File: src/include/ubet_pkg.sv
// ==========================================================================
// Shared constants
package ubet_pkg;
  localparam int UBET_PCW = 32;
  // Instruction lag of an address-plus-data break, legal range 1..4
  localparam logic [2:0] UBET_DATA_LAG = 3'h2;
  localparam logic [2:0] UBET_LAG_ONE = 3'h1;
  localparam logic [2:0] UBET_LAG_MAX = 3'h4;
  localparam logic [UBET_PCW-1:0] UBET_PC_RESET = 32'h00000000;
  // Before/after select value meaning post-execution
  localparam logic UBET_SEL_POST = 1'b1;
  typedef enum {UBET_IDLE, UBET_LAG} ubet_state_t;
endpackage

File: src/include/ubet_mask_if.sv
`timescale 1ns/1ps
// ==========================================================================
// Effective interrupt_mask_lock values per break kind
interface ubet_mask_if;
  logic eff_pre;
  logic eff_post;
  logic eff_opnd;
  modport prod (output eff_pre, output eff_post, output eff_opnd);
  modport cons (input eff_pre, input eff_post, input eff_opnd);
endinterface

File: src/ubet_mask.sv
`timescale 1ns/1ps
// ==========================================================================
// Break mask evaluation
module ubet_mask
  import ubet_pkg::*;
(
  // Clock and reset
  input wire logic clk,
  input wire logic srst,
  // Core status
  input wire logic retire_valid,
  input wire logic mask_before,
  input wire logic mask_after,
  input wire logic rte_slot,
  input wire logic ssr_mask,
  input wire logic exc_accepted,
  // Effective masks
  ubet_mask_if.prod m
);
  logic handler_first;
  logic next_handler_first;
  logic before_v;
  logic after_v;

  // Set on acceptance, held until the first handler instruction retires
  always_comb begin
    next_handler_first = handler_first;
    if (retire_valid) begin
      next_handler_first = 1'b0;
    end
    if (exc_accepted) begin
      next_handler_first = 1'b1;
    end
  end

  always_ff @(posedge clk) begin
    if (srst) begin
      handler_first <= 1'b0;
    end else begin
      handler_first <= next_handler_first;
    end
  end

  // Return slot: before value is the return's, after value comes from status copy
  always_comb begin
    before_v = mask_before | handler_first;
    after_v = rte_slot ? ssr_mask : mask_after;
    m.eff_pre = before_v;
    m.eff_post = before_v | after_v;
    m.eff_opnd = after_v;
  end
endmodule

File: src/ubet_break.sv
`timescale 1ns/1ps
// ==========================================================================
// Break exception timing, saved_pc selection and match flags
module ubet_break
  import ubet_pkg::*;
(
  // Clock and reset
  input wire logic clk,
  input wire logic srst,
  // Configuration bits
  input wire logic chained_mode_bit,
  input wire logic chan_a_before_after_sel,
  input wire logic chan_b_before_after_sel,
  input wire logic chan_b_data_qual,
  input wire logic flag_clear,
  // Fetch stage: confirmed fetch and instruction matches
  input wire logic fetch_confirm,
  input wire logic [UBET_PCW-1:0] fetch_pc,
  input wire logic fetch_hit_a,
  input wire logic fetch_hit_b,
  input wire logic fetch_tlb_miss,
  // Retire stage
  input wire logic retire_valid,
  input wire logic [UBET_PCW-1:0] retire_next_pc,
  input wire logic retire_hit_a,
  input wire logic retire_hit_b,
  input wire logic opnd_hit_a,
  input wire logic opnd_hit_b,
  // Core mask status
  input wire logic mask_before,
  input wire logic mask_after,
  input wire logic rte_slot,
  input wire logic ssr_mask,
  input wire logic exc_accepted,
  // Competing exceptions
  input wire logic reexec_exc,
  input wire logic completion_exc,
  input wire logic sync_exc,
  input wire logic [UBET_PCW-1:0] sync_exc_pc,
  input wire logic async_irq,
  // Break outputs
  output logic suppress_exec,
  output logic break_take,
  output logic [UBET_PCW-1:0] saved_pc,
  output logic suppress_updates,
  output logic break_vector_sel,
  output logic channel_a_hit_flag,
  output logic channel_b_hit_flag
);
  ubet_mask_if mk ();

  ubet_mask u_mask (
    .clk(clk),
    .srst(srst),
    .retire_valid(retire_valid),
    .mask_before(mask_before),
    .mask_after(mask_after),
    .rte_slot(rte_slot),
    .ssr_mask(ssr_mask),
    .exc_accepted(exc_accepted),
    .m(mk.prod)
  );

  // ========================================================================
  // Match classification
  logic pre_a;
  logic pre_b;
  logic post_a;
  logic post_b;
  logic opa_addr;
  logic opb_addr;
  logic opb_data;
  logic any_a;
  logic any_b;
  logic armed;
  logic next_armed;
  logic chain_b_ok;

  // Pre matches only count on a confirmed fetch; overrun fetches never break
  always_comb begin
    pre_a = fetch_confirm & fetch_hit_a & (chan_a_before_after_sel != UBET_SEL_POST);
    pre_b = fetch_confirm & fetch_hit_b & (chan_b_before_after_sel != UBET_SEL_POST);
    post_a = retire_valid & retire_hit_a & (chan_a_before_after_sel == UBET_SEL_POST);
    post_b = retire_valid & retire_hit_b & (chan_b_before_after_sel == UBET_SEL_POST);
    opa_addr = retire_valid & opnd_hit_a;
    opb_addr = retire_valid & opnd_hit_b & ~chan_b_data_qual;
    opb_data = retire_valid & opnd_hit_b & chan_b_data_qual;
    any_a = pre_a | post_a | opa_addr;
    any_b = pre_b | post_b | opb_addr | opb_data;
    // A registered A arms B; so do two accesses of one instruction, A then B
    chain_b_ok = chained_mode_bit & any_b & (armed | (opa_addr & opnd_hit_b));
  end

  // Sequence state: A arms, every B match clears
  always_comb begin
    next_armed = armed;
    if (!chained_mode_bit) begin
      next_armed = 1'b0;
    end else if (any_b) begin
      next_armed = 1'b0;
    end else if (any_a) begin
      next_armed = 1'b1;
    end
  end

  always_ff @(posedge clk) begin
    if (srst) begin
      armed <= 1'b0;
    end else begin
      armed <= next_armed;
    end
  end

  // ========================================================================
  // Break request per kind
  logic b_ok;
  logic a_ok;
  logic pre_req;
  logic post_req;
  logic post_blocked;
  logic data_start;

  // In chained mode channel A never breaks and B needs the arm
  always_comb begin
    a_ok = ~chained_mode_bit;
    b_ok = ~chained_mode_bit | chain_b_ok;
    pre_req = ((pre_a & a_ok) | (pre_b & b_ok)) & ~mk.eff_pre;
    // Post and address-only operand breaks share the saved address
    post_req = (((post_a & a_ok) | (post_b & b_ok)) & ~mk.eff_post)
             | (((opa_addr & a_ok) | (opb_addr & b_ok)) & ~mk.eff_opnd);
    post_blocked = reexec_exc | completion_exc;
    data_start = opb_data & b_ok & ~mk.eff_opnd;
  end

  // ========================================================================
  // Lag sequencer for address-plus-data breaks
  ubet_state_t state;
  ubet_state_t next_state;
  logic [2:0] lag_cnt;
  logic [2:0] next_lag_cnt;
  logic [UBET_PCW-1:0] lag_pc;
  logic [UBET_PCW-1:0] next_lag_pc;
  logic lag_fire;
  logic lag_exc;
  logic lag_irq;

  always_comb begin
    next_state = state;
    next_lag_cnt = lag_cnt;
    next_lag_pc = lag_pc;
    lag_fire = 1'b0;
    lag_exc = 1'b0;
    lag_irq = 1'b0;
    case (state)
      UBET_IDLE: begin
        if (data_start) begin
          next_state = UBET_LAG;
          next_lag_cnt = UBET_DATA_LAG;
          next_lag_pc = retire_next_pc;
        end
      end
      UBET_LAG: begin
        if (sync_exc) begin
          lag_exc = 1'b1;
          next_state = UBET_IDLE;
        end else if (async_irq) begin
          lag_irq = 1'b1;
          next_state = UBET_IDLE;
        end else if (retire_valid) begin
          next_lag_pc = retire_next_pc;
          next_lag_cnt = lag_cnt - UBET_LAG_ONE;
          if (lag_cnt == UBET_LAG_ONE) begin
            lag_fire = 1'b1;
            next_state = UBET_IDLE;
          end
        end
      end
      default: begin
        next_state = UBET_IDLE;
      end
    endcase
  end

  always_ff @(posedge clk) begin
    if (srst) begin
      state <= UBET_IDLE;
      lag_cnt <= 3'h0;
      lag_pc <= UBET_PC_RESET;
    end else begin
      state <= next_state;
      lag_cnt <= next_lag_cnt;
      lag_pc <= next_lag_pc;
    end
  end

  // ========================================================================
  // Break arbitration and saved_pc
  logic take_now;
  logic [UBET_PCW-1:0] take_pc;
  logic take_supp;
  logic take_vec;
  logic next_break_take;
  logic [UBET_PCW-1:0] next_saved_pc;
  logic next_suppress_updates;
  logic next_break_vector_sel;

  // Lag events beat retire-stage breaks, which beat fetch-stage breaks:
  // the earliest unfinished instruction is the one whose address is saved
  always_comb begin
    take_now = 1'b0;
    take_pc = saved_pc;
    take_supp = 1'b0;
    take_vec = 1'b0;
    suppress_exec = 1'b0;
    if (lag_exc) begin
      take_now = 1'b1;
      take_pc = sync_exc_pc;
      take_supp = 1'b1;
      take_vec = 1'b1;
    end else if (lag_irq) begin
      take_now = 1'b1;
      take_pc = lag_pc;
      take_vec = 1'b1;
    end else if (lag_fire) begin
      take_now = 1'b1;
      take_pc = retire_next_pc;
      take_vec = 1'b1;
    end else if (post_req & ~post_blocked) begin
      // Core gives next_pc as target or post-slot address for delayed branches
      take_now = 1'b1;
      take_pc = retire_next_pc;
      take_vec = 1'b1;
    end else if (pre_req) begin
      // Break goes first, the translation miss is retaken on re-execution
      take_now = 1'b1;
      take_pc = fetch_pc;
      take_vec = 1'b1;
      suppress_exec = 1'b1;
    end
    next_break_take = take_now;
    next_saved_pc = take_now ? take_pc : saved_pc;
    next_suppress_updates = take_now & take_supp;
    next_break_vector_sel = take_now & take_vec;
  end

  always_ff @(posedge clk) begin
    if (srst) begin
      break_take <= 1'b0;
      saved_pc <= UBET_PC_RESET;
      suppress_updates <= 1'b0;
      break_vector_sel <= 1'b0;
    end else begin
      break_take <= next_break_take;
      saved_pc <= next_saved_pc;
      suppress_updates <= next_suppress_updates;
      break_vector_sel <= next_break_vector_sel;
    end
  end

  // ========================================================================
  // Match flags: set whatever the mask or priority outcome
  logic set_a;
  logic set_b;
  logic next_flag_a;
  logic next_flag_b;

  always_comb begin
    set_a = any_a & ~chained_mode_bit;
    // Translation miss on the fetch does not stop the flag
    set_b = (any_b & ~chained_mode_bit) | chain_b_ok;
    next_flag_a = channel_a_hit_flag;
    next_flag_b = channel_b_hit_flag;
    if (flag_clear) begin
      next_flag_a = 1'b0;
      next_flag_b = 1'b0;
    end
    // A match in the clearing cycle survives
    if (set_a) begin
      next_flag_a = 1'b1;
    end
    if (set_b) begin
      next_flag_b = 1'b1;
    end
  end

  always_ff @(posedge clk) begin
    if (srst) begin
      channel_a_hit_flag <= 1'b0;
      channel_b_hit_flag <= 1'b0;
    end else begin
      channel_a_hit_flag <= next_flag_a;
      channel_b_hit_flag <= next_flag_b;
    end
  end
endmodule

File: config.mk
export PLATFORM = sky130hd
export DESIGN_NAME = ubet_break
export DESIGN_NICKNAME = d
export VERILOG_FILES = /design/src/include/ubet_pkg.sv /design/src/include/ubet_mask_if.sv /design/src/ubet_mask.sv /design/src/ubet_break.sv
export SDC_FILE = /design/constraint.sdc
export NUM_CORES = 1
export LEC_CHECK = 0
export ABC_AREA = 1
export BUFFER_PORTS_ARGS = -buffer_cell sky130_fd_sc_hd__buf_2
export CORE_UTILIZATION = 40
export CTS_CLUSTER_DIAMETER = 50
export CTS_CLUSTER_SIZE = 30
export DETAILED_ROUTE_END_ITERATION = 10
export GPL_TIMING_DRIVEN = 1
export PLACE_DENSITY = 0.71
export SLEW_MARGIN = 20
export SYNTH_ARGS = -nofsm -noshare
export SYNTH_HDL_FRONTEND = slang
export SYNTH_HIERARCHICAL = 1
export SYNTH_SLANG_ARGS = --single-unit
export TNS_END_PERCENT = 1
File: constraint.sdc
create_clock -name clk -period 1.7 [get_ports clk]
set_input_delay 0.085 -clock clk [delete_from_list [all_inputs] [get_ports clk]]
set_output_delay 0.085 -clock clk [all_outputs]
set_load 0.005 [all_outputs]
==> flow_summary.json, run 1 <==
{
  "status": "finished with violations",
  "violations": "setup timing",
  "dp_hpwl_um": 8460,
  "wl_per_cell_um": 11.4,
  "post-route-period-util_pct": 103,
  "die_y_um": 107,
  "critical-path-top-delay-family": "simple AND/OR/NAND/NOR gates",
  "r2r_end": "saved_pc[22]",
  "finalWorstSetupSlack_ns": -0.0587,
  "min_path_cells": 3,
  "grt_pass1_wl_um": 19900,
  "grt_overflow_total": 0,
  "start_kind": "register",
  "postSynthRegisterBits": 74,
  "core_mm2": 0.0108,
  "yosysTopAreaCell": "dfxtp_1",
  "h-tree-depth": 3,
  "syn_area_mm2": 0.00443,
  "grt_setup_unrepaired": "yes",
  "vdd.ir_drop.worst_mv": 0.415,
  "max_freq_mhz": 569,
  "grtUsageTotal_pct": 21.5,
  "worstPathRequired_ns": 1.99,
  "synth_flop_cell": "dfxtp_1",
  "layout_commonest_cell": "nand2_1",
  "relSlewSlack_pct": 79.6,
  "io_buffers": 157,
  "vias": 4878,
  "final_cell_mix": "196 x nand2_1, 157 x buf_2, 120 x nor2_1",
  "yosys-top-cells-area": "dfxtp_1 33%, nand2_1 18%, nand3_1 12%, nor2_1 10%, inv_1 9.5%",
  "syn_inst": 750,
  "drt_iter0_drc": 189,
  "fin_total_pwr_mw": 4.11,
  "netlist.area_leader.share_pct": 33.4,
  "ant_nets": 0,
  "max_stage_delay_ns": 0.33,
  "worst_r2r_path_depth": 14,
  "min-delay-start": "retire_next_pc[30]",
  "r2r_setup_slack_ns": -0.06,
  "dieWidth_um": 107,
  "yosysWarnings": 6,
  "cts_buffer_depth": 2,
  "maxCapViolCount": 0,
  "clock_skew_ns": 0.0122,
  "fillers": 1164,
  "hold_end": "lag_pc[30]",
  "crit_path_max_fanout": 8,
  "antenna_cells": 0,
  "area_delta_synth_final_pct": 33.8,
  "crit_cells": 14,
  "synthArstFlopShare_pct": 0,
  "routed_wl_um": 12100,
  "drive_gt1_share_pct": 28.1,
  "hold_violations": 0,
  "synth_edf_count": 0,
  "cts-root-buf": "clkbuf_8",
  "cp_cell_sequence": "inv_2 > ha_4 > nand2_2 > nor2_2 > nand2_2 > nand2_2 > nor2_2 > nand2_2 > buf_6 > nor2_4 > buf_12 > buf_12 > nand2_2 > nand2_1",
  "cts_buffers": 9,
  "gp_congestion": 0.825,
  "slew_violations": 0,
  "drcViolationCount": 0,
  "multi_input_area_mm2": 0.00238,
  "p_leak_nw": 3.46,
  "synth_area_per_cell_um2": 5.91,
  "synth_nets": 873,
  "hold_slack_ns": 0.00774,
  "grt_max_degree": 63,
  "insertion_delay_ns": 0.35,
  "dieArea_mm2": 0.0115,
  "via_per_inst": 4.62,
  "cts_tree": "yes",
  "worstPathArrival_ns": 2.05,
  "crit_type": "register to register",
  "tightestPinTransition_ns": 0.305,
  "start_util_pct": 40.9,
  "critPathCaptureType": "register",
  "period_minus_slack_ns": 1.76,
  "hold_path.class": "input pin to register",
  "critical_path.slowest_cell": "dfxtp_2",
  "grt_pass1_vias": 4354,
  "clk_pin_slew_ns": 0.09,
  "antenna_found_initial": 0,
  "io_pins": 159,
  "rows": 38,
  "synth_cell_types": 27,
  "r2r_start": "lag_cnt[1]",
  "setup_viol": 33,
  "first_pass_iters": 4,
  "path_buf_inv": 4,
  "power_density_mw_per_mm2": 693,
  "nets": 1035,
  "cp_common_cell": "nand2_2",
  "seqCellArea_mm2": 0.00149,
  "cts.sinks": 74,
  "ys_seq_area_share_pct": 33.4
}
[final cells by class]
cell class | instances | share of cell area, %
Clock buffer | 10 | 2.15
Tap cell | 140 | 2.95
Sequential cell | 74 | 25.0
Multi-Input combinational cell | 518 | 40.2
Clock inverter | 5 | 1.75
Inverter | 115 | 7.28
Timing Repair Buffer | 194 | 20.7
[layer usage]
layer / global-route usage [%] / vias to the layer above / share of wire, %
met5: 0 / - / 0
met4: 5.77 / 0 / 1.5
met3: 4.48 / 12 / 5.9
met2: 36.0 / 139 / 47
met1: 27.9 / 2131 / 46
li1: - / 2596 / -
[state kept, by name, summed over array words and instances (netlist names)]
| name | flops |
|---|---|
| channel_b_hit_flag | 1 |
| lag_cnt | 3 |
| lag_pc | 32 |
| saved_pc | 32 |
| u_mask/handler_first | 1 |
| armed | 1 |
| channel_a_hit_flag | 1 |
| state | 1 |
| suppress_updates | 1 |
| break_vector_sel | 1 |
[stage by stage]
stage	cell area [um2]	std cells	util [%]	TNS (ns)	setup slack [ns]
3_3_place_gp	5460	1031	50.3	0	0.0413
5_1_grt	5930	1056	54.7	-4.70	-0.155
2_1_floorplan	4430	750	-	0	0.207
6_report	5930	1056	54.7	-1.21	-0.0587
3_5_place_dp	5460	1031	50.3	-0.0120	-0.00691
4_1_cts	5760	1051	53.1	-0.0271	-0.0106
[Yosys cell counts (2+ instances only)]
library cell / number
nand2_1: 210
nor2_1: 122
inv_1: 112
nand3_1: 102
dfxtp_1: 74
o21ai_0: 36
clkbuf_1: 17
a21oi_1: 13
nor2_2: 11
buf_2: 8
buf_1: 7
buf_4: 7
nand2_2: 5
buf_6: 4
inv_2: 3
nand2_4: 3
nand3_2: 3
ha_1: 2
nand4_1: 2
nor2_4: 2
[repair_timing]
action / 4_1_cts / 5_1_grt
pin swaps: 1 / 21
setup endpoints to repair: 12 / 33
hold buffers: 4 / 0
buffers inserted: 1 / 3
hold endpoints to repair: 5 / 0
resized for setup: 5 / 29
cloned: 0 / 2
[worst register-to-register path: stages, from the launching register on]
cell     delay (ns)
dfxtp_2        0.33
inv_2          0.05
ha_4           0.15
nand2_2        0.07
nor2_2         0.04
nand2_2        0.12
nand2_2        0.07
nor2_2         0.11
nand2_2        0.11
buf_6          0.14
nor2_4         0.12
buf_12         0.14
buf_12         0.15
nand2_2        0.06
nand2_1        0.05
[logic make-up (layout without fill, tap and decap cells)]
logic type	count (synthesis)	in the layout	share of synthesized area [%]
XOR/XNOR	1	1	0.198
adder cells (fa/ha/maj)	2	2	0.564
AND/OR/NAND/NOR	464	464	45.1
buffers and inverters	158	324	14.9
flip-flops	74	74	33.4
AO/OA/AOI/OAI	51	51	5.84
[power by group]
part           internal (mW)  switching (mW)  total [mW]
registers               1.79          0.0311        1.83
logic                  0.302           0.328       0.630
clock network          0.969           0.689        1.66
total                   3.07            1.05        4.11
[worst max-delay path by stage]
stage                         endpoint        from  slack (ns)
final                     saved_pc[22]  lag_cnt[1]       -0.06
after global routing      saved_pc[17]  lag_cnt[1]       -0.16
after CTS                 saved_pc[25]  lag_cnt[1]       -0.01
after detailed placement  saved_pc[27]  lag_cnt[1]      -0.007
after global placement    saved_pc[22]  lag_cnt[1]        0.04
after floorplan           saved_pc[10]  lag_cnt[1]        0.21
Power figures use the tool's default switching activity.
==> run 2, diff against run 1 <==
--- a/config.mk
+++ b/config.mk
@@ -6,13 +6,13 @@
 export NUM_CORES = 1
 export LEC_CHECK = 0
 export ABC_AREA = 1
-export BUFFER_PORTS_ARGS = -buffer_cell sky130_fd_sc_hd__buf_2
 export CORE_UTILIZATION = 40
 export CTS_CLUSTER_DIAMETER = 50
 export CTS_CLUSTER_SIZE = 30
 export DETAILED_ROUTE_END_ITERATION = 10
+export DONT_BUFFER_PORTS = 1
 export GPL_TIMING_DRIVEN = 1
-export PLACE_DENSITY = 0.71
+export PLACE_DENSITY = 0.58
 export SLEW_MARGIN = 20
 export SYNTH_ARGS = -nofsm -noshare
 export SYNTH_HDL_FRONTEND = slang
==> run 2 against run 1 <==
The flow still finishes with violations (setup timing). Die area did not move. Maximum frequency up 2.8%. Worst setup slack improved by 0.048 ns. First-iteration DRC count increased by 26%. Sequential share of layout area increased by 0.064 points. Clock skew down 0.0011 ns. Global-route usage rose by 1.7 points. Cell area down 0.17%. Total power decreased by 3.1%. Critical path type unchanged. Critical endpoint is now saved_pc[24]. Largest cell class unchanged. Largest power group unchanged. Highest routed layer unchanged.
==> flow_summary.json, run 2 (synthesis gave the netlist of run 1 again) <==
{
  "finalWorstSetupSlack_ns": -0.0108,
  "period_minus_slack_ns": 1.71,
  "grtUsageTotal_pct": 23.1,
  "wl_per_cell_um": 14.4,
  "grt_max_degree": 63,
  "cts_buffers": 9,
  "fin_total_pwr_mw": 3.99,
  "cts.sinks": 74,
  "vias": 4769,
  "path_buf_inv": 2,
  "placed_area_mm2": 0.00462,
  "critical_path.slowest_cell": "dfxtp_2",
  "antenna_found_initial": 0,
  "crit_path_max_fanout": 8,
  "start_kind": "register",
  "r2r_setup_slack_ns": -0.01,
  "relSlewSlack_pct": 75.7,
  "top_regs": "lag_pc: 32 flops, saved_pc: 32 flops, lag_cnt: 3 flops",
  "status": "finished with violations",
  "max_stage_delay_ns": 0.33,
  "rows": 38,
  "cts_buffer_depth": 2,
  "drive_gt1_share_pct": 12.8,
  "via_per_inst": 4.90,
  "slew_violations": 0,
  "r2r_end": "saved_pc[24]",
  "worst_r2r_path_depth": 12,
  "start_util_pct": 40.9,
  "seqCellArea_mm2": 0.00149,
  "final_area_mm2": 0.00592,
  "hold_path.class": "input pin to register",
  "cts-root-buf": "clkbuf_8",
  "ant_nets": 0,
  "critPathCaptureType": "register",
  "dieWidth_um": 107,
  "drcViolationCount": 0,
  "multi_input_area_mm2": 0.00238,
  "post-route-period-util_pct": 101,
  "hold_violations": 0,
  "insertion_delay_ns": 0.37,
  "h-tree-depth": 3,
  "critPathLaunch": "lag_cnt[1]",
  "max_freq_mhz": 585,
  "grt_overflow_total": 0,
  "gp_congestion": 0.782,
  "cp_cell_sequence": "inv_2 > ha_4 > nand2_2 > nor2_2 > nand2_2 > nand2_2 > nor2_2 > nand2_2 > nor2_4 > clkbuf_16 > nand2_2 > nand2_1",
  "dp_hpwl_um": 8420,
  "power_density_mw_per_mm2": 673,
  "worstPathArrival_ns": 2.02,
  "dieArea_mm2": 0.0115,
  "worstPathRequired_ns": 2.01,
  "clock_skew_ns": 0.0111,
  "maxCapViolCount": 0,
  "antenna_cells": 0,
  "tightestPinTransition_ns": 0.363,
  "grt_pass1_vias": 4479,
  "layout_commonest_cell": "nand2_1",
  "vdd.ir_drop.worst_mv": 0.414,
  "min_path_cells": 6,
  "critPathCapture": "saved_pc[24]",
  "grt_pass1_wl_um": 20800,
  "critical-path-top-delay-family": "simple AND/OR/NAND/NOR gates",
  "grt_setup_unrepaired": "yes",
  "nets": 952,
  "crit_type": "register to register",
  "crit_cells": 12,
  "io_buffers": 0,
  "area_delta_synth_final_pct": 33.6,
  "cp_common_cell": "nand2_2",
  "setup_viol": 4,
  "violations": "setup timing",
  "routed_wl_um": 14000,
  "final_cell_mix": "198 x nand2_1, 119 x nor2_1, 110 x inv_1",
  "core_mm2": 0.0108,
  "first_pass_iters": 4,
  "p_leak_nw": 3.10,
  "die_y_um": 107,
  "drt_iter0_drc": 238,
  "clk_pin_slew_ns": 0.08,
  "r2r_start": "lag_cnt[1]",
  "fillers": 1086,
  "cts_tree": "yes",
  "hold_slack_ns": 0.00414,
  "io_pins": 159
}
[run 2: changes by cell type in the layout (fill, tap and decap cells not counted), moves of 2 or more]
| cell | before | now |
|---|---|---|
| nand3_1 | 102 | 100 |
| clkbuf_16 | 2 | 5 |
| dlygate4sd3_1 | 4 | 75 |
| o21ai_1 | 1 | 3 |
| buf_2 | 157 | 0 |
| bufinv_16 | 3 | 1 |
| nand2_1 | 196 | 198 |
| clkbuf_8 | 9 | 14 |
| nand3_2 | 3 | 5 |
| nand2_4 | 6 | 4 |
| o21ai_0 | 36 | 34 |
| buf_6 | 3 | 5 |
[run 2: worst min-delay path by stage]
stage	startpoint	endpoint	slack, ns
final	retire_next_pc[9]	saved_pc[9]	0.004
after global routing	srst	saved_pc[29]	0.04
after CTS	retire_next_pc[25]	saved_pc[25]	0.0001
after detailed placement	srst	state[0]	0.16
after global placement	srst	u_mask/handler_first	0.16
after floorplan	srst	u_mask/handler_first	0.15
[run 2: area by class of cell]
cell class	count	area share (%)
tap	140	2.96
inverter	115	7.29
multi-input combinational	518	40.2
clock inverter	1	0.507
sequential	74	25.1
timing repair buffer	111	20.7
clock buffer	14	3.25
[run 2: stage by stage]
| step | instances | TNS (ns) | util, % | worst slack [ns] |
|---|---|---|---|---|
| floorplan | 750 | 0 | - | 0.207 |
| global placement | 869 | 0 | 42.6 | 0.100 |
| detailed placement | 869 | 0 | 42.6 | 0.0364 |
| CTS | 961 | 0 | 51.9 | 0.0195 |
| global route | 973 | -1.89 | 54.6 | -0.0791 |
| finish | 973 | -0.0152 | 54.6 | -0.0108 |
[run 2: worst min-delay path, cell delays in order]
cell and delay [ns]:
inv_1 0.02, nand2_1 0.05, nand3_1 0.05, nand2_1 0.06, nand2_1 0.05, nand2_1 0.04
[run 2: what timing repair did]
item | 4_1_cts | 5_1_grt
setup endpoints to repair | 3 | 59
setup buffers | 2 | 6
cloned | 0 | 6
hold buffers | 75 | 0
pin swaps | 0 | 14
gates resized for setup | 3 | 36
hold endpoints to repair | 73 | 0
[run 2: per-layer routing]
metal	track usage, %	up-vias	wire (um)
met2	39.3	149	6550
met3	5.63	27	757
met1	26.9	2155	6370
met4	11.9	0	346
met5	0	-	0
li1	-	2438	-
[run 2: power by group]
group | switching, mW | leakage [nW] | internal (mW)
combinational | 0.287 | 2.38 | 0.293
sequential | 0.0404 | 0.602 | 1.80
clock | 0.699 | 0.115 | 0.872
==> run 3, diff against run 2 <==
==> constraint.sdc (replaced) <==
create_clock -name clk -period 2.05 [get_ports clk]
set_input_delay 0.1025 -clock clk [delete_from_list [all_inputs] [get_ports clk]]
set_output_delay 0.1025 -clock clk [all_outputs]
set_load 0.005 [all_outputs]
==> run 3 against run 2 <==
The flow now finishes without violations. Highest routed layer unchanged. Die area is the same. Critical endpoint is now lag_pc[12]. Utilization decreased by 4.7 points. Routed wire length fell by 8.6%. Sequential share of layout area increased by 2.3 points. Critical path depth down 5.
==> flow_summary.json, run 3 (synthesis gave the netlist of run 1 again) <==
{
  "wl_per_cell_um": 13.5,
  "start_kind": "register",
  "fin_total_pwr_mw": 2.96,
  "dieWidth_um": 107,
  "io_pins": 159,
  "area_delta_synth_final_pct": 22.0,
  "max_freq_mhz": 525,
  "period_minus_slack_ns": 1.90,
  "cts_tree": "yes",
  "post-route-period-util_pct": 92.9,
  "fillers": 1169,
  "cts_buffers": 9,
  "critPathCaptureType": "register",
  "io_buffers": 0,
  "die_y_um": 107,
  "drt_iter0_drc": 223,
  "hold_violations": 0,
  "vias": 4606,
  "antenna_found_initial": 0,
  "top_regs": "lag_pc: 32 flops, saved_pc: 32 flops, lag_cnt: 3 flops",
  "critical_path.slowest_cell": "dfxtp_1",
  "routed_wl_um": 12800,
  "rows": 38,
  "first_pass_iters": 4,
  "ant_nets": 0,
  "cts_buffer_depth": 2,
  "grt_pass1_wl_um": 21000,
  "gp_congestion": 0.770,
  "vdd.ir_drop.worst_mv": 0.350,
  "worstPathArrival_ns": 2.19,
  "cts-root-buf": "clkbuf_8",
  "h-tree-depth": 3,
  "maxCapViolCount": 0,
  "hold_path.class": "input pin to register",
  "dp_hpwl_um": 8150,
  "power_density_mw_per_mm2": 547,
  "cp_common_cell": "nor2_1",
  "grt_setup_unrepaired": "yes",
  "tightestPinTransition_ns": 0.675,
  "via_per_inst": 4.86,
  "cp_cell_sequence": "buf_4 > nand2_1 > nand2_2 > nand2_4 > inv_2 > nor2_1 > nor2_1",
  "final.setup.tns_ns": 0,
  "final_cell_mix": "210 x nand2_1, 122 x nor2_1, 112 x inv_1",
  "cts.sinks": 74,
  "slew_violations": 0,
  "r2r_setup_slack_ns": 0.15,
  "insertion_delay_ns": 0.36,
  "drive_gt1_share_pct": 6.82,
  "nets": 928,
  "layout_commonest_cell": "nand2_1",
  "drcViolationCount": 0,
  "grtUsageTotal_pct": 23.4,
  "grt_max_degree": 63,
  "grt_overflow_total": 0,
  "crit_path_max_fanout": 31,
  "max_stage_delay_ns": 0.49,
  "clk_pin_slew_ns": 0.08,
  "worstPathRequired_ns": 2.34,
  "clock_skew_ns": 0.0132,
  "antenna_cells": 0,
  "start_util_pct": 40.9,
  "grt_pass1_vias": 4559,
  "core_mm2": 0.0108,
  "dieArea_mm2": 0.0115,
  "crit_type": "register to register",
  "setup_viol": 0,
  "status": "completed",
  "relSlewSlack_pct": 54.9,
  "p_leak_nw": 2.86
}
[run 3: cell types whose count changed in the layout (fill, tap and decap cells not counted), sizes merged]
cell         previous run  this run
buf                    31        14
dlygate4sd3            75        73
bufinv                  1         0
clkbuf                 19        13
[run 3: worst paths after layout]
check | endpoint | from | cells past startpoint
min reg2reg | lag_pc[31] | lag_pc[31] | 2
max | lag_pc[12] | state[0] | 7
max reg2reg | lag_pc[12] | state[0] | 7
min | saved_pc[9] | retire_next_pc[9] | 6
[run 3: cell type report]
type / instances / area, um2 / area share, %
multi-input combinational: 518 / 2300 / 42.6
sequential: 74 / 1480 / 27.4
timing repair buffer: 87 / 861 / 15.9
inverter: 115 / 432 / 7.98
tap: 140 / 175 / 3.24
clock buffer: 13 / 159 / 2.94
[run 3: per-layer routing]
metal	wire (um)	global-route usage, %
met3	700	4.96
met4	332	10.9
met1	5900	28.5
met5	0	0
met2	5900	39.2
[run 3: per-stage QoR]
| stage | hold slack (ns) | util [%] | worst slack, ns | area (um2) | instances |
|---|---|---|---|---|---|
| floorplan | 0.172 | - | 0.557 | 4430 | 750 |
| global placement | 0.174 | 41.6 | 0.233 | 4510 | 861 |
| detailed placement | 0.175 | 41.6 | 0.184 | 4510 | 861 |
| CTS | 0.0167 | 49.8 | 0.156 | 5400 | 947 |
| global route | 0.0395 | 49.9 | -0.0539 | 5410 | 947 |
| finish | 0.0317 | 49.9 | 0.146 | 5410 | 947 |
[run 3: repair_timing]
item / CTS / global route
hold endpoints to repair: 72 / 0
resized for setup: 0 / 1
setup buffers: 0 / 0
setup endpoints to repair: 0 / 27
hold buffers: 73 / 0
[run 3: critical path, delay by kind of cell, from the launching register on]
kind	cells	cell delay, ns
flops	1	0.49
buf+inv	2	0.77
simple gates	5	0.57
[run 3: power by group]
group | internal (mW) | switching (mW)
Sequential | 1.49 | 0.0316
Clock | 0.488 | 0.536
Combinational | 0.205 | 0.211
